==> src/serial_port_pkg.sv <==
/*
  Shared constants of the enhanced serial port: special function register
  addresses, control/status field positions, reset value, bit-rate divisors
  and frame lengths.
  Assumes the oscillator clock is the block clock.
*/
package serial_port_pkg;
  // special function register addresses and reset values
  localparam logic [7:0] SERIAL_CONTROL_STATUS_ADDR = 8'h98;
  localparam logic [7:0] SERIAL_BUFFER_ADDR = 8'h99;
  localparam logic [7:0] SERIAL_CONTROL_STATUS_RESET = 8'h00;
  localparam logic [7:0] RX_BUFFER_RESET = 8'h00;
  // field positions inside serial_control_status
  localparam int MODE_SELECT_HI = 7;
  localparam int MODE_SELECT_LO = 6;
  localparam int MULTIPROC_ENABLE = 5;
  localparam int RX_ENABLE = 4;
  localparam int TX_NINTH_BIT = 3;
  localparam int RX_NINTH_BIT = 2;
  localparam int TX_DONE_FLAG = 1;
  localparam int RX_DONE_FLAG = 0;
  // serial modes
  localparam logic [1:0] MODE_SHIFT = 2'h0;
  localparam logic [1:0] MODE_UART8 = 2'h1;
  localparam logic [1:0] MODE_UART9_FIXED = 2'h2;
  // oscillator clocks per bit, mode 0
  localparam logic [6:0] SHIFT_DIV_12CLK = 7'h0C;
  localparam logic [6:0] SHIFT_DIV_6CLK = 7'h06;
  // oscillator clocks per bit, mode 2
  localparam logic [6:0] FIXED_DIV_12CLK = 7'h40;
  localparam logic [6:0] FIXED_DIV_6CLK = 7'h20;
  localparam logic [6:0] FIXED_DIV_6CLK_DBL = 7'h10;
  // timer overflows per bit, modes 1 and 3
  localparam logic [6:0] TIMER1_DIV_12CLK = 7'h20;
  localparam logic [6:0] TIMER1_DIV_6CLK = 7'h10;
  localparam logic [6:0] TIMER1_DIV_6CLK_DBL = 7'h08;
  localparam logic [6:0] TIMER2_DIV = 7'h10;
  // bits per frame
  localparam logic [3:0] SHIFT_BITS = 4'h8;
  localparam logic [3:0] UART8_BITS = 4'hA;
  localparam logic [3:0] UART9_BITS = 4'hB;
  // index of the last sampled bit on receive
  localparam logic [3:0] SHIFT_LAST_RX = 4'h7;
  localparam logic [3:0] UART_LAST_RX = 4'h9;
endpackage
==> src/enhanced_serial_port.sv <==
/*
  Enhanced serial port: four modes, full duplex outside mode 0, receive buffered,
  multiprocessor filtering in the 9-bit modes.
  Assumes a special function register port on the oscillator clock and
  one-clock overflow pulses from Timer 1 and Timer 2 on the same clock.
*/
`timescale 1ns/10ps
module enhanced_serial_port (
  input wire logic sys_clk,
  input wire logic rst,
  input wire logic [7:0] sfrAddr,
  input wire logic sfrWrite,
  input wire logic [7:0] sfrWriteData,
  output logic [7:0] sfrReadData,
  input wire logic baudDouble,
  input wire logic sixClockMode,
  input wire logic timer1Overflow,
  input wire logic timer2Overflow,
  input wire logic txClockSelect,
  input wire logic rxClockSelect,
  input wire logic rxdIn,
  output logic rxdOut,
  output logic rxdOe,
  output logic txdOut
);
  typedef struct packed {
    logic [7:0] serial_control_status;
    logic [7:0] rxBuf;
    logic [7:0] readData;
    logic [10:0] txShift;
    logic [3:0] txBits;
    logic [6:0] txCnt;
    logic txBusy;
    logic [8:0] rxShift;
    logic [3:0] rxBits;
    logic [6:0] rxCnt;
    logic rxBusy;
    logic rxSync1;
    logic rxSync2;
    logic rxPrev;
  } state_t;

  state_t s;
  state_t next_s;
  logic [1:0] mode;
  logic [6:0] txLen;
  logic [6:0] rxLen;
  logic txTick;
  logic rxTick;
  logic [3:0] txFrame;
  logic [3:0] rxLast;
  logic sbufWrite;
  logic sconWrite;
  logic txDone;
  logic rxDone;
  logic rxKeep;
  logic [8:0] rxNewShift;

  // bit length in base ticks: oscillator clocks or timer overflows
  function automatic logic [6:0] bit_len(input logic [1:0] m,
    input logic useT2, input logic dbl, input logic six);
    if (m == serial_port_pkg::MODE_SHIFT)
      return six ? serial_port_pkg::SHIFT_DIV_6CLK
                 : serial_port_pkg::SHIFT_DIV_12CLK;
    else if (m == serial_port_pkg::MODE_UART9_FIXED)
    begin
      if (six)
        return dbl ? serial_port_pkg::FIXED_DIV_6CLK_DBL
                   : serial_port_pkg::FIXED_DIV_6CLK;
      return dbl ? serial_port_pkg::FIXED_DIV_6CLK
                 : serial_port_pkg::FIXED_DIV_12CLK;
    end
    else if (useT2)
      return serial_port_pkg::TIMER2_DIV;
    else if (six)
      return dbl ? serial_port_pkg::TIMER1_DIV_6CLK_DBL
                 : serial_port_pkg::TIMER1_DIV_6CLK;
    return dbl ? serial_port_pkg::TIMER1_DIV_6CLK
               : serial_port_pkg::TIMER1_DIV_12CLK;
  endfunction

  assign mode = s.serial_control_status[serial_port_pkg::MODE_SELECT_HI:
                       serial_port_pkg::MODE_SELECT_LO];
  assign txLen = bit_len(mode, txClockSelect, baudDouble, sixClockMode);
  assign rxLen = bit_len(mode, rxClockSelect, baudDouble, sixClockMode);
  // mode 0 and 2 count oscillator clocks, modes 1 and 3 count overflows
  assign txTick = (mode == serial_port_pkg::MODE_SHIFT ||
    mode == serial_port_pkg::MODE_UART9_FIXED) ? 1'b1
    : (txClockSelect ? timer2Overflow : timer1Overflow);
  assign rxTick = (mode == serial_port_pkg::MODE_SHIFT ||
    mode == serial_port_pkg::MODE_UART9_FIXED) ? 1'b1
    : (rxClockSelect ? timer2Overflow : timer1Overflow);
  assign txFrame = (mode == serial_port_pkg::MODE_SHIFT) ?
    serial_port_pkg::SHIFT_BITS : (mode == serial_port_pkg::MODE_UART8) ?
    serial_port_pkg::UART8_BITS : serial_port_pkg::UART9_BITS;
  // the stop bit of a 9-bit frame is never sampled
  assign rxLast = (mode == serial_port_pkg::MODE_SHIFT) ?
    serial_port_pkg::SHIFT_LAST_RX : serial_port_pkg::UART_LAST_RX;
  assign sbufWrite = sfrWrite &&
    sfrAddr == serial_port_pkg::SERIAL_BUFFER_ADDR;
  assign sconWrite = sfrWrite &&
    sfrAddr == serial_port_pkg::SERIAL_CONTROL_STATUS_ADDR;
  assign rxNewShift = {s.rxSync2, s.rxShift[8:1]};

  always_comb
  begin
    next_s = s;
    txDone = 1'b0;
    rxDone = 1'b0;
    rxKeep = 1'b0;
    next_s.rxSync1 = rxdIn;
    next_s.rxSync2 = s.rxSync1;
    next_s.rxPrev = s.rxSync2;
    // read data is registered; reads have no side effect
    if (sfrAddr == serial_port_pkg::SERIAL_CONTROL_STATUS_ADDR)
      next_s.readData = s.serial_control_status;
    else if (sfrAddr == serial_port_pkg::SERIAL_BUFFER_ADDR)
      next_s.readData = s.rxBuf;
    else
      next_s.readData = 8'h00;
    if (sconWrite)
      next_s.serial_control_status = sfrWriteData;
    // transmit; a write while busy restarts the frame
    if (sbufWrite)
    begin
      next_s.txBusy = 1'b1;
      next_s.txCnt = 7'h00;
      next_s.txBits = 4'h0;
      if (mode == serial_port_pkg::MODE_SHIFT)
        next_s.txShift = {3'h7, sfrWriteData};
      else
        next_s.txShift = {1'b1, mode[1] ?
          s.serial_control_status[serial_port_pkg::TX_NINTH_BIT] : 1'b1,
          sfrWriteData, 1'b0};
    end
    else if (s.txBusy && txTick)
    begin
      if (s.txCnt == 7'(txLen - 7'h01))
      begin
        next_s.txCnt = 7'h00;
        next_s.txShift = {1'b1, s.txShift[10:1]};
        next_s.txBits = 4'(s.txBits + 4'h1);
        if (s.txBits == 4'(txFrame - 4'h1))
        begin
          next_s.txBusy = 1'b0;
          txDone = 1'b1;
          next_s.serial_control_status[serial_port_pkg::TX_DONE_FLAG] = 1'b1;
        end
      end
      else
        next_s.txCnt = 7'(s.txCnt + 7'h01);
    end
    // receive runs beside transmit, except mode 0 which shares rxd
    if (!s.rxBusy)
    begin
      if (s.serial_control_status[serial_port_pkg::RX_ENABLE] &&
          ((mode == serial_port_pkg::MODE_SHIFT) ?
           (!s.serial_control_status[serial_port_pkg::RX_DONE_FLAG] && !s.txBusy &&
            !sbufWrite) :
           (s.rxPrev && !s.rxSync2)))
      begin
        next_s.rxBusy = 1'b1;
        next_s.rxCnt = 7'h00;
        next_s.rxBits = 4'h0;
      end
    end
    else if (rxTick)
    begin
      if (s.rxCnt == {1'b0, rxLen[6:1]})
      begin
        // a high line at mid start bit is a glitch, not a frame
        if (mode != serial_port_pkg::MODE_SHIFT && s.rxBits == 4'h0 &&
            s.rxSync2)
          next_s.rxBusy = 1'b0;
        else
          next_s.rxShift = rxNewShift;
        if (s.rxBits == rxLast)
        begin
          next_s.rxBusy = 1'b0;
          rxDone = 1'b1;
          rxKeep = mode == serial_port_pkg::MODE_SHIFT ||
            !s.serial_control_status[serial_port_pkg::MULTIPROC_ENABLE] ||
            rxNewShift[8];
          // an unread byte is kept; the new one is dropped
          if (rxKeep && !next_s.serial_control_status[serial_port_pkg::RX_DONE_FLAG])
          begin
            next_s.serial_control_status[serial_port_pkg::RX_DONE_FLAG] = 1'b1;
            if (mode == serial_port_pkg::MODE_SHIFT)
              next_s.rxBuf = rxNewShift[8:1];
            else
            begin
              next_s.rxBuf = rxNewShift[7:0];
              next_s.serial_control_status[serial_port_pkg::RX_NINTH_BIT] =
                rxNewShift[8];
            end
          end
        end
      end
      if (s.rxCnt == 7'(rxLen - 7'h01))
      begin
        next_s.rxCnt = 7'h00;
        next_s.rxBits = 4'(s.rxBits + 4'h1);
      end
      else
        next_s.rxCnt = 7'(s.rxCnt + 7'h01);
    end
  end

  always_ff @(posedge sys_clk)
  begin
    if (rst)
    begin
      s <= '0;
      s.serial_control_status <= serial_port_pkg::SERIAL_CONTROL_STATUS_RESET;
      s.rxBuf <= serial_port_pkg::RX_BUFFER_RESET;
      s.txShift <= 11'h7FF;
      s.rxSync1 <= 1'b1;
      s.rxSync2 <= 1'b1;
      s.rxPrev <= 1'b1;
    end
    else
      s <= next_s;
  end

  assign sfrReadData = s.readData;
  // mode 0: clock low in first half of each bit, data sampled on rise
  assign txdOut = (mode == serial_port_pkg::MODE_SHIFT) ?
    (s.txBusy ? (s.txCnt >= {1'b0, txLen[6:1]}) :
     s.rxBusy ? (s.rxCnt > {1'b0, rxLen[6:1]}) : 1'b1)
    : (s.txBusy ? s.txShift[0] : 1'b1);
  assign rxdOut = s.txShift[0];
  assign rxdOe = mode == serial_port_pkg::MODE_SHIFT && s.txBusy;
endmodule

==> config.mk <==
export PLATFORM = sky130hd
export DESIGN_NAME = enhanced_serial_port
export DESIGN_NICKNAME = d
export VERILOG_FILES = /design/src/serial_port_pkg.sv /design/src/enhanced_serial_port.sv
export SDC_FILE = /design/constraint.sdc
export NUM_CORES = 1
export LEC_CHECK = 0
export BUFFER_PORTS_ARGS = -buffer_cell sky130_fd_sc_hd__buf_2
export CORE_ASPECT_RATIO = 0.5
export CORE_MARGIN = 2
export CORE_UTILIZATION = 65
export CTS_CLUSTER_DIAMETER = 80
export CTS_CLUSTER_SIZE = 30
export DETAILED_ROUTE_END_ITERATION = 10
export PLACE_DENSITY = 0.94
export SLEW_MARGIN = 20
export SYNTH_ARGS = -nofsm -noshare
export SYNTH_HDL_FRONTEND = slang
export SYNTH_SLANG_ARGS = --single-unit
export TNS_END_PERCENT = 30
==> constraint.sdc <==
create_clock -name sys_clk -period 9.4 [get_ports sys_clk]
set_clock_uncertainty 0.05 [all_clocks]
set_input_delay 0.94 -clock sys_clk [delete_from_list [all_inputs] [get_ports sys_clk]]
set_output_delay 0.94 -clock sys_clk [all_outputs]
set_load 0.02 [all_outputs]
==> impl_metrics.py, run 1 <==
metrics = {
    "sta": {
        "fin_crit_sh_pct": 47.9,
        "fin_ws_ns": 4.90,
        "slew_headroom_pct": 32.9,
        "setup-tns-final_ns": 0,
        "min_period_ns": 4.50,
        "fmax_mhz": 222,
        "worstMarginPinSlew_ns": 1.01,
        "rsz0062_at_grt": "false",
        "setup_viol": 0,
        "maxSlewViolCount": 0,
        "hold_viol": 0,
    },
    "synth": {
        "synthesis.nets": 537,
        "postSynth.asyncResetShare_pct": 0,
        "ys_seq_elements": 70,
        "yosysSeqAreaShare_pct": 33.6,
        "synth_area_um2": 4170,
        "postSynthAreaPerCell_um2": 8.46,
        "ys_warn_count": 0,
        "ys.flop_type": "dfxtp_1",
        "synth_cells": 493,
        "synth_cell_types": 69,
        "synth-edff-count": 0,
    },
    "worst_setup_path": {
        "startpoint": "mode[0]",
        "path_class": "reg2out",
        "arrival_ns": 3.51,
        "cp-end-kind": "primary output",
        "r2r_slack_ns": 5.57,
        "crit_required_ns": 8.41,
        "cp_max_fo": 27,
        "reg2regPathDepth": 9,
        "critPathCapture": "txdOut",
        "regToRegEndpoint": "s[60]",
        "start_kind": "flip-flop",
        "worstReg2RegStart": "mode[0]",
    },
    "drt": {
        "vias_per_cell": 6.28,
        "via_count": 3768,
        "drt_iter0_drc": 293,
        "wl_per_cell_um": 16.9,
        "final_antenna_net_count": 0,
        "drc": 0,
        "drtPass1Iterations": 5,
        "wirelength_um": 10200,
    },
    "power_and_ir_drop": {
        "power_density_nw_per_um2": 146,
        "pwr-share-comb_pct": 4.6,
        "seq_power_share_pct": 44.7,
        "switchingPower_uw": 146,
        "leakage_uw": 0.00181,
        "p_int_uw": 520,
        "vdd_drop_max_uv": 138,
        "clkPwrFrac_pct": 50.7,
        "switching_share_pct": 21.9,
    },
    "clock_network": {
        "cts_tree": "yes",
        "post_cts.repair.setup_buffers": 0,
        "clkSinkCount": 70,
        "clkTransAtPathRegs_ns": 0.06,
        "cts_resized": 0,
        "ctsHtreeMaxLevel": 3,
        "hold_buffers": 0,
        "cts_buffers": 9,
        "clockBufferDepth": 2,
        "clock_latency_ns": 0.34,
        "cts_root_buf": "clkbuf_16",
    },
    "placed_design": {
        "gp_congestion": 0.874,
        "place_hpwl_um": 6690,
        "placed_area_um2": 4290,
        "place_ws_ns": 5.26,
        "io_buffers": 36,
    },
    "floorplanning": {
        "die_w_um": 117,
        "ios": 37,
        "die_h_um": 60.6,
        "rows": 20,
        "start_util_pct": 68.0,
        "core-area_um2": 6130,
        "dieArea_um2": 7110,
    },
    "grt": {
        "grt_pass1_vias": 3321,
        "overflow": 0,
        "grt_max_degree": 48,
        "track_usage_pct": 29.9,
        "antenna_found_initial": 0,
        "grt_pass1_wl_um": 16100,
    },
    "hold_path": {
        "min_path_type": "reg2reg",
    },
    "finish": {
        "fill_cells": 399,
        "design_area_um2": 4580,
        "drive_gt1_share_pct": 13.1,
        "fin_nets": 552,
        "layout-area-overhead-vs-synth_pct": 9.87,
        "diodes": 0,
    },
    "job": {
        "drv_cap": 0,
    },
    "run_status": {
        "outcome": "finished, final reports clean",
    },
}
-- power groups by stage --
stage | Clock, uW | Combinational (uW) | Sequential [uW]
after global placement | 0 | 28.4 | 304
after floorplan | 0 | 18.4 | 304
after detailed placement | 0 | 29.1 | 304
after CTS | 339 | 29.7 | 298
after global routing | 350 | 32.9 | 298
final | 338 | 30.4 | 298
-- per-stage QoR --
step	total power [uW]	hold slack, ns	std cells	util (%)
global route	681	0.369	600	74.7
detailed placement	333	0.345	585	70.0
finish	667	0.358	600	74.7
CTS	666	0.359	600	74.7
global placement	333	0.343	585	70.0
floorplan	323	0.339	493	-
-- cell type report --
cell class	instances	area [um2]	share of cell area (%)
Inverter	15	56.3	1.23
Clock buffer	12	246	5.38
Sequential cell	70	1400	30.6
Timing Repair Buffer	37	188	4.10
Clock inverter	3	45.0	0.983
Tap cell	88	110	2.40
Multi-Input combinational cell	375	2530	55.3
-- logic make-up after synthesis --
logic type,Yosys count,share of synthesized area (%)
simple gates,202,25.4
compound gates,98,16.8
flops,70,33.6
buf+inv,48,5.61
mux,40,9.60
fa+ha+maj,19,5.64
xor+xnor,16,3.36
-- synth_stat cells, drive strengths merged, types with 12 or more instances --
cell type	instances	area share (%)
a21oi	31	3.7
a31oi	13	2.0
buf	18	2.9
clkbuf	15	1.4
dfxtp	70	34
ha	18	5.4
inv	15	1.4
mux2i	40	9.6
nand2	63	5.7
nor2	51	5.0
or3	12	1.8
-- layer usage --
layer / up-vias / track usage (%) / routed length (um)
met1: 1776 / 38.5 / 4310
li1: 1788 / - / -
met3: 21 / 9.39 / 928
met5: - / 0 / 0
met2: 183 / 48.0 / 4730
met4: 0 / 11.3 / 187
-- placed cells by master, fill, tap and decap left out, types with 7 or more instances in the layout --
cell / netlist / layout
nand3_1: 8 / 8
buf_2: 4 / 36
xnor2_1: 9 / 9
dfxtp_1: 70 / 70
o211ai_1: 9 / 9
nor3_1: 9 / 9
or3_1: 12 / 12
a21oi_1: 31 / 31
ha_1: 18 / 18
xor2_1: 7 / 7
nand2_1: 63 / 63
clkbuf_16: 0 / 9
a41o_1: 8 / 8
a31oi_1: 13 / 13
mux2i_1: 40 / 40
inv_1: 13 / 13
nor2_1: 49 / 49
nand2b_1: 7 / 7
-- flip-flops by register name, summed over array words and instances, names as in the netlist --
| register | cells |
|---|---|
| next_s | 2 |
| rxdOut | 1 |
| s | 49 |
| sfrReadData | 8 |
| mode | 2 |
| rxNewShift | 8 |
-- worst min-delay path by stage --
stage	start	end	cells past startpoint
finish	next_s[1]	next_s[0]	1
global route	next_s[1]	next_s[0]	1
CTS	next_s[1]	next_s[0]	1
detailed placement	next_s[1]	next_s[0]	1
global placement	next_s[1]	next_s[0]	1
floorplan	next_s[1]	next_s[0]	1
-- critical path: stages (launching register included) --
cell	delay, ns
dfxtp_1	0.83
nor2_8	0.18
inv_2	0.46
nor2_1	0.16
ha_1	0.30
nand2b_1	0.14
a21o_1	0.17
a21o_1	0.18
a21oi_1	0.16
o21ai_0	0.12
a211o_1	0.31
buf_2	0.16
Note: power is estimated with default switching activity, not from simulation.
==> inputs of run 2 (changes only) <==
--- a/config.mk
+++ b/config.mk
@@ -8,11 +8,11 @@
 export BUFFER_PORTS_ARGS = -buffer_cell sky130_fd_sc_hd__buf_2
 export CORE_ASPECT_RATIO = 0.5
 export CORE_MARGIN = 2
-export CORE_UTILIZATION = 65
+export CORE_UTILIZATION = 60
 export CTS_CLUSTER_DIAMETER = 80
 export CTS_CLUSTER_SIZE = 30
 export DETAILED_ROUTE_END_ITERATION = 10
-export PLACE_DENSITY = 0.94
+export PLACE_DENSITY = 0.88
 export SLEW_MARGIN = 20
 export SYNTH_ARGS = -nofsm -noshare
 export SYNTH_HDL_FRONTEND = slang
==> constraint.sdc (replaced) <==
create_clock -name sys_clk -period 4.42 [get_ports sys_clk]
set_clock_uncertainty 0.05 [all_clocks]
set_input_delay 0.442 -clock sys_clk [delete_from_list [all_inputs] [get_ports sys_clk]]
set_output_delay 0.442 -clock sys_clk [all_outputs]
set_load 0.02 [all_outputs]
==> impl_metrics.py, run 2 (synthesis results as in run 1) <==
metrics = {
    "run_status": {
        "outcome": "finished, final reports clean",
    },
    "clock_network": {
        "clkTransAtPathRegs_ns": 0.06,
        "post_cts.repair.setup_buffers": 0,
        "cts_root_buf": "clkbuf_16",
        "clock_latency_ns": 0.34,
        "clkSinkCount": 70,
        "clockBufferDepth": 2,
        "ctsHtreeMaxLevel": 3,
        "cts_resized": 0,
        "hold_buffers": 0,
        "cts_buffers": 9,
        "cts_tree": "yes",
    },
    "power_and_ir_drop": {
        "seq_power_share_pct": 44.5,
        "switching_share_pct": 22.9,
        "leakage_uw": 0.00183,
        "p_int_uw": 1100,
        "pwr-share-comb_pct": 4.5,
        "switchingPower_uw": 326,
        "power_density_nw_per_um2": 309,
        "clkPwrFrac_pct": 51.0,
        "vdd_drop_max_uv": 233,
    },
    "sta": {
        "worstMarginPinSlew_ns": 0.786,
        "maxSlewViolCount": 0,
        "rsz0062_at_grt": "false",
        "slew_headroom_pct": 47.6,
        "fmax_mhz": 283,
        "min_period_ns": 3.54,
        "finalHoldWorstSlack_ns": 0.264,
        "hold_viol": 0,
        "setup-tns-final_ns": 0,
        "fin_crit_sh_pct": 80.0,
        "setup_viol": 0,
    },
    "drt": {
        "drt_iter0_drc": 234,
        "wirelength_um": 10200,
        "wl_per_cell_um": 16.7,
        "via_count": 3753,
        "vias_per_cell": 6.17,
        "drtPass1Iterations": 7,
        "drc": 0,
        "final_antenna_net_count": 0,
    },
    "floorplanning": {
        "dieArea_um2": 7670,
        "die_h_um": 62.9,
        "ios": 37,
        "rows": 21,
        "die_w_um": 122,
        "core-area_um2": 6700,
        "start_util_pct": 62.2,
    },
    "worst_setup_path": {
        "crit_chain": "nor2_8 -> inv_2 -> buf_4 -> ha_1 -> a21o_1 -> a21o_1 -> a21oi_1 -> o21ai_0 -> a211o_1 -> buf_2",
        "cp-end-kind": "primary output",
        "arrival_ns": 3.04,
        "worst_path_most_repeated_cell": "a21o_1",
        "cp_max_fo": 25,
        "crit_required_ns": 3.93,
        "cpPeakStageDelay_ns": 0.81,
        "path_class": "reg2out",
        "start_kind": "flip-flop",
        "slowest_stage": "dfxtp_1",
    },
    "finish": {
        "drive_gt1_share_pct": 14.0,
        "largest_register_ffs": 49,
        "layout-area-overhead-vs-synth_pct": 10.7,
        "diodes": 0,
        "top_register": "s",
        "final_common_cell": "dfxtp_1",
        "final_cell_mix": "dfxtp_1, nand2_1, nor2_1, mux2i_1, buf_2",
        "fill_cells": 523,
        "fin_nets": 555,
    },
    "grt": {
        "track_usage_pct": 28.4,
        "antenna_found_initial": 0,
        "overflow": 0,
        "grt_pass1_wl_um": 17300,
        "grt_max_degree": 48,
        "grt_pass1_vias": 3510,
    },
    "placed_design": {
        "io_buffers": 36,
        "gp_congestion": 0.829,
        "place_hpwl_um": 6530,
    },
    "job": {
        "drv_cap": 0,
    },
    "hold_path": {
        "min_path_type": "in2reg",
    },
}
==> run 2: cell type report <==
cell class	instances	area (um2)	area share [%]
inverters	15	56.3	1.22
repair buffers	40	210	4.55
well taps	92	115	2.49
multi-input cells	375	2530	54.9
clock inverters	6	71.3	1.54
clock buffers	10	229	4.96
flip-flops and latches	70	1400	30.4
==> run 2: worst paths after layout <==
| kind | slack, ns | start | endpoint | cells past startpoint |
|---|---|---|---|---|
| max | 0.88 | mode[0] | txdOut | 10 |
| min | 0.26 | rxdIn | next_s[1] | 2 |
| max reg2reg | 1.25 | mode[0] | rxNewShift[6] | 9 |
| min reg2reg | 0.36 | next_s[1] | next_s[0] | 1 |
==> run 2: per-layer routing <==
| metal | vias up | track usage (%) | part of all wire [%] |
|---|---|---|---|
| met5 | - | 0 | 0 |
| met4 | 0 | 10.6 | 2.3 |
| met3 | 25 | 6.11 | 6.1 |
| met2 | 145 | 45.1 | 46 |
| met1 | 1778 | 37.9 | 46 |
| li1 | 1805 | - | - |
==> run 2: power by group through the flow <==
stage	registers, uW	clock network [uW]	logic (uW)
floorplan	647	0	39.2
global placement	647	0	61.0
detailed placement	647	0	62.3
CTS	633	729	63.2
global route	633	763	70.5
finish	633	727	64.3
==> run 2: worst max-delay path: cells and delay by family, from the launching register on <==
family	cells	cell delay, ns
AO/OA/AOI/OAI	5	0.84
flip-flops	1	0.81
buffers and inverters	3	0.59
adder cells (fa/ha/maj)	1	0.29
AND/OR/NAND/NOR	1	0.18
==> run 2: metrics by stage <==
step | util, % | setup WS, ns | total power [uW] | cells | cell area, um2
global placement | 64.4 | 1.33 | 708 | 592 | 4320
global route | 68.9 | 0.686 | 1470 | 608 | 4620
finish | 68.9 | 0.885 | 1420 | 608 | 4620
detailed placement | 64.4 | 1.27 | 710 | 592 | 4320
floorplan | - | 1.32 | 686 | 493 | 4170
CTS | 68.9 | 0.911 | 1430 | 608 | 4620
==> inputs of run 3 (changes only) <==
==> constraint.sdc (replaced) <==
create_clock -name sys_clk -period 3.5 [get_ports sys_clk]
set_clock_uncertainty 0.05 [all_clocks]
set_input_delay 0.35 -clock sys_clk [delete_from_list [all_inputs] [get_ports sys_clk]]
set_output_delay 0.35 -clock sys_clk [all_outputs]
set_load 0.02 [all_outputs]
==> impl_metrics.py, run 3 (synthesis results as in run 1) <==
metrics = {
    "finish": {
        "top_register": "s",
        "final_common_cell": "dfxtp_1",
        "layout-area-overhead-vs-synth_pct": 11.2,
        "fin_nets": 561,
        "largest_register_ffs": 49,
        "drive_gt1_share_pct": 15.0,
        "final_cell_mix": "dfxtp_1, nand2_1, nor2_1, mux2i_1, buf_2",
        "diodes": 0,
    },
    "placed_design": {
        "place_ws_ns": 0.540,
        "gp_congestion": 0.840,
        "io_buffers": 36,
        "place_hpwl_um": 6780,
    },
    "clock_network": {
        "clkSinkCount": 70,
        "clock_latency_ns": 0.34,
        "clockBufferDepth": 2,
        "cts_tree": "yes",
        "ctsHtreeMaxLevel": 3,
        "hold_buffers": 0,
        "cts_root_buf": "clkbuf_16",
        "post_cts.repair.setup_buffers": 0,
        "clkTransAtPathRegs_ns": 0.06,
        "cts_buffers": 9,
        "cts_resized": 0,
    },
    "worst_setup_path": {
        "cp_max_fo": 25,
        "start_kind": "flip-flop",
        "cp-end-kind": "primary output",
        "crit_required_ns": 3.10,
        "arrival_ns": 2.91,
        "path_class": "reg2out",
    },
    "grt": {
        "grt_pass1_wl_um": 17300,
        "grt_pass1_vias": 3636,
        "grt_max_degree": 34,
        "track_usage_pct": 28.3,
        "antenna_found_initial": 0,
        "overflow": 0,
    },
    "drt": {
        "drt_iter0_drc": 339,
        "final_antenna_net_count": 0,
        "wl_per_cell_um": 16.4,
        "vias_per_cell": 6.19,
        "wirelength_um": 10000,
        "via_count": 3794,
        "drtPass1Iterations": 5,
        "drc": 0,
    },
    "floorplanning": {
        "ios": 37,
        "die_h_um": 62.9,
        "rows": 21,
        "dieArea_um2": 7670,
        "start_util_pct": 62.2,
        "core-area_um2": 6700,
        "die_w_um": 122,
    },
    "power_and_ir_drop": {
        "leakage_uw": 0.00185,
        "power_density_nw_per_um2": 371,
        "vdd_drop_max_uv": 286,
    },
    "sta": {
        "slew_headroom_pct": 54.2,
        "rsz0062_at_grt": "false",
        "setup-tns-final_ns": 0,
        "maxSlewViolCount": 0,
        "min_period_ns": 3.31,
        "setup_viol": 0,
        "worstMarginPinSlew_ns": 0.683,
        "fmax_mhz": 302,
        "fin_crit_sh_pct": 94.7,
        "hold_viol": 0,
        "fin_ws_ns": 0.186,
    },
    "run_status": {
        "outcome": "finished, final reports clean",
    },
    "hold_path": {
        "min_path_type": "in2reg",
    },
    "job": {
        "drv_cap": 0,
    },
}
run 3: stage by stage:
step / cell area, um2 / utilization (%) / std cells / hold slack (ns) / power (uW)
after floorplan: 4170 / - / 493 / 0.339 / 866
after global placement: 4360 / 65.1 / 598 / 0.344 / 895
after detailed placement: 4360 / 65.1 / 598 / 0.353 / 896
after CTS: 4640 / 69.2 / 613 / 0.149 / 1720
after global routing: 4640 / 69.2 / 613 / 0.171 / 1770
final: 4640 / 69.2 / 613 / 0.151 / 1720
run 3: report_power, final:
group          internal (uW)  switching [uW]  total (uW)
Clock                    479             357         836
Sequential               799            1.29         800
Combinational           32.7            48.7        81.4
run 3: final cells by class:
cell class / instances / area (um2)
multi-input cells: 375 / 2530
well taps: 92 / 115
inverters: 15 / 56.3
flip-flops and latches: 70 / 1400
clock inverters: 6 / 48.8
repair buffers: 46 / 255
fillers: 520 / 2060
clock buffers: 9 / 225
run 3: routing by layer:
metal  global-route usage (%)  vias up  wire length (um)
met1                     37.9     1797              4530
met4                     11.4        0               226
met3                     6.11       30               750
li1                         -     1803                 -
met5                        0        -                 0
met2                     44.3      164              4520
run 3: worst max-delay path, cell delays in order (launching register included):
cell	delay [ns]
dfxtp_1	0.36
nor2_8	0.35
inv_2	0.23
nor2_1	0.19
ha_1	0.25
nand2b_1	0.14
a21o_1	0.17
a21o_1	0.17
a21oi_1	0.14
o21ai_0	0.10
a211o_1	0.31
buf_2	0.16
run 3: final timing paths:
path / from / end / slack [ns] / cells past startpoint
min: rxdIn / next_s[1] / 0.15 / 2
max: mode[1] / txdOut / 0.19 / 11
min reg2reg: next_s[1] / next_s[0] / 0.36 / 1
max reg2reg: mode[0] / s[64] / 0.70 / 7
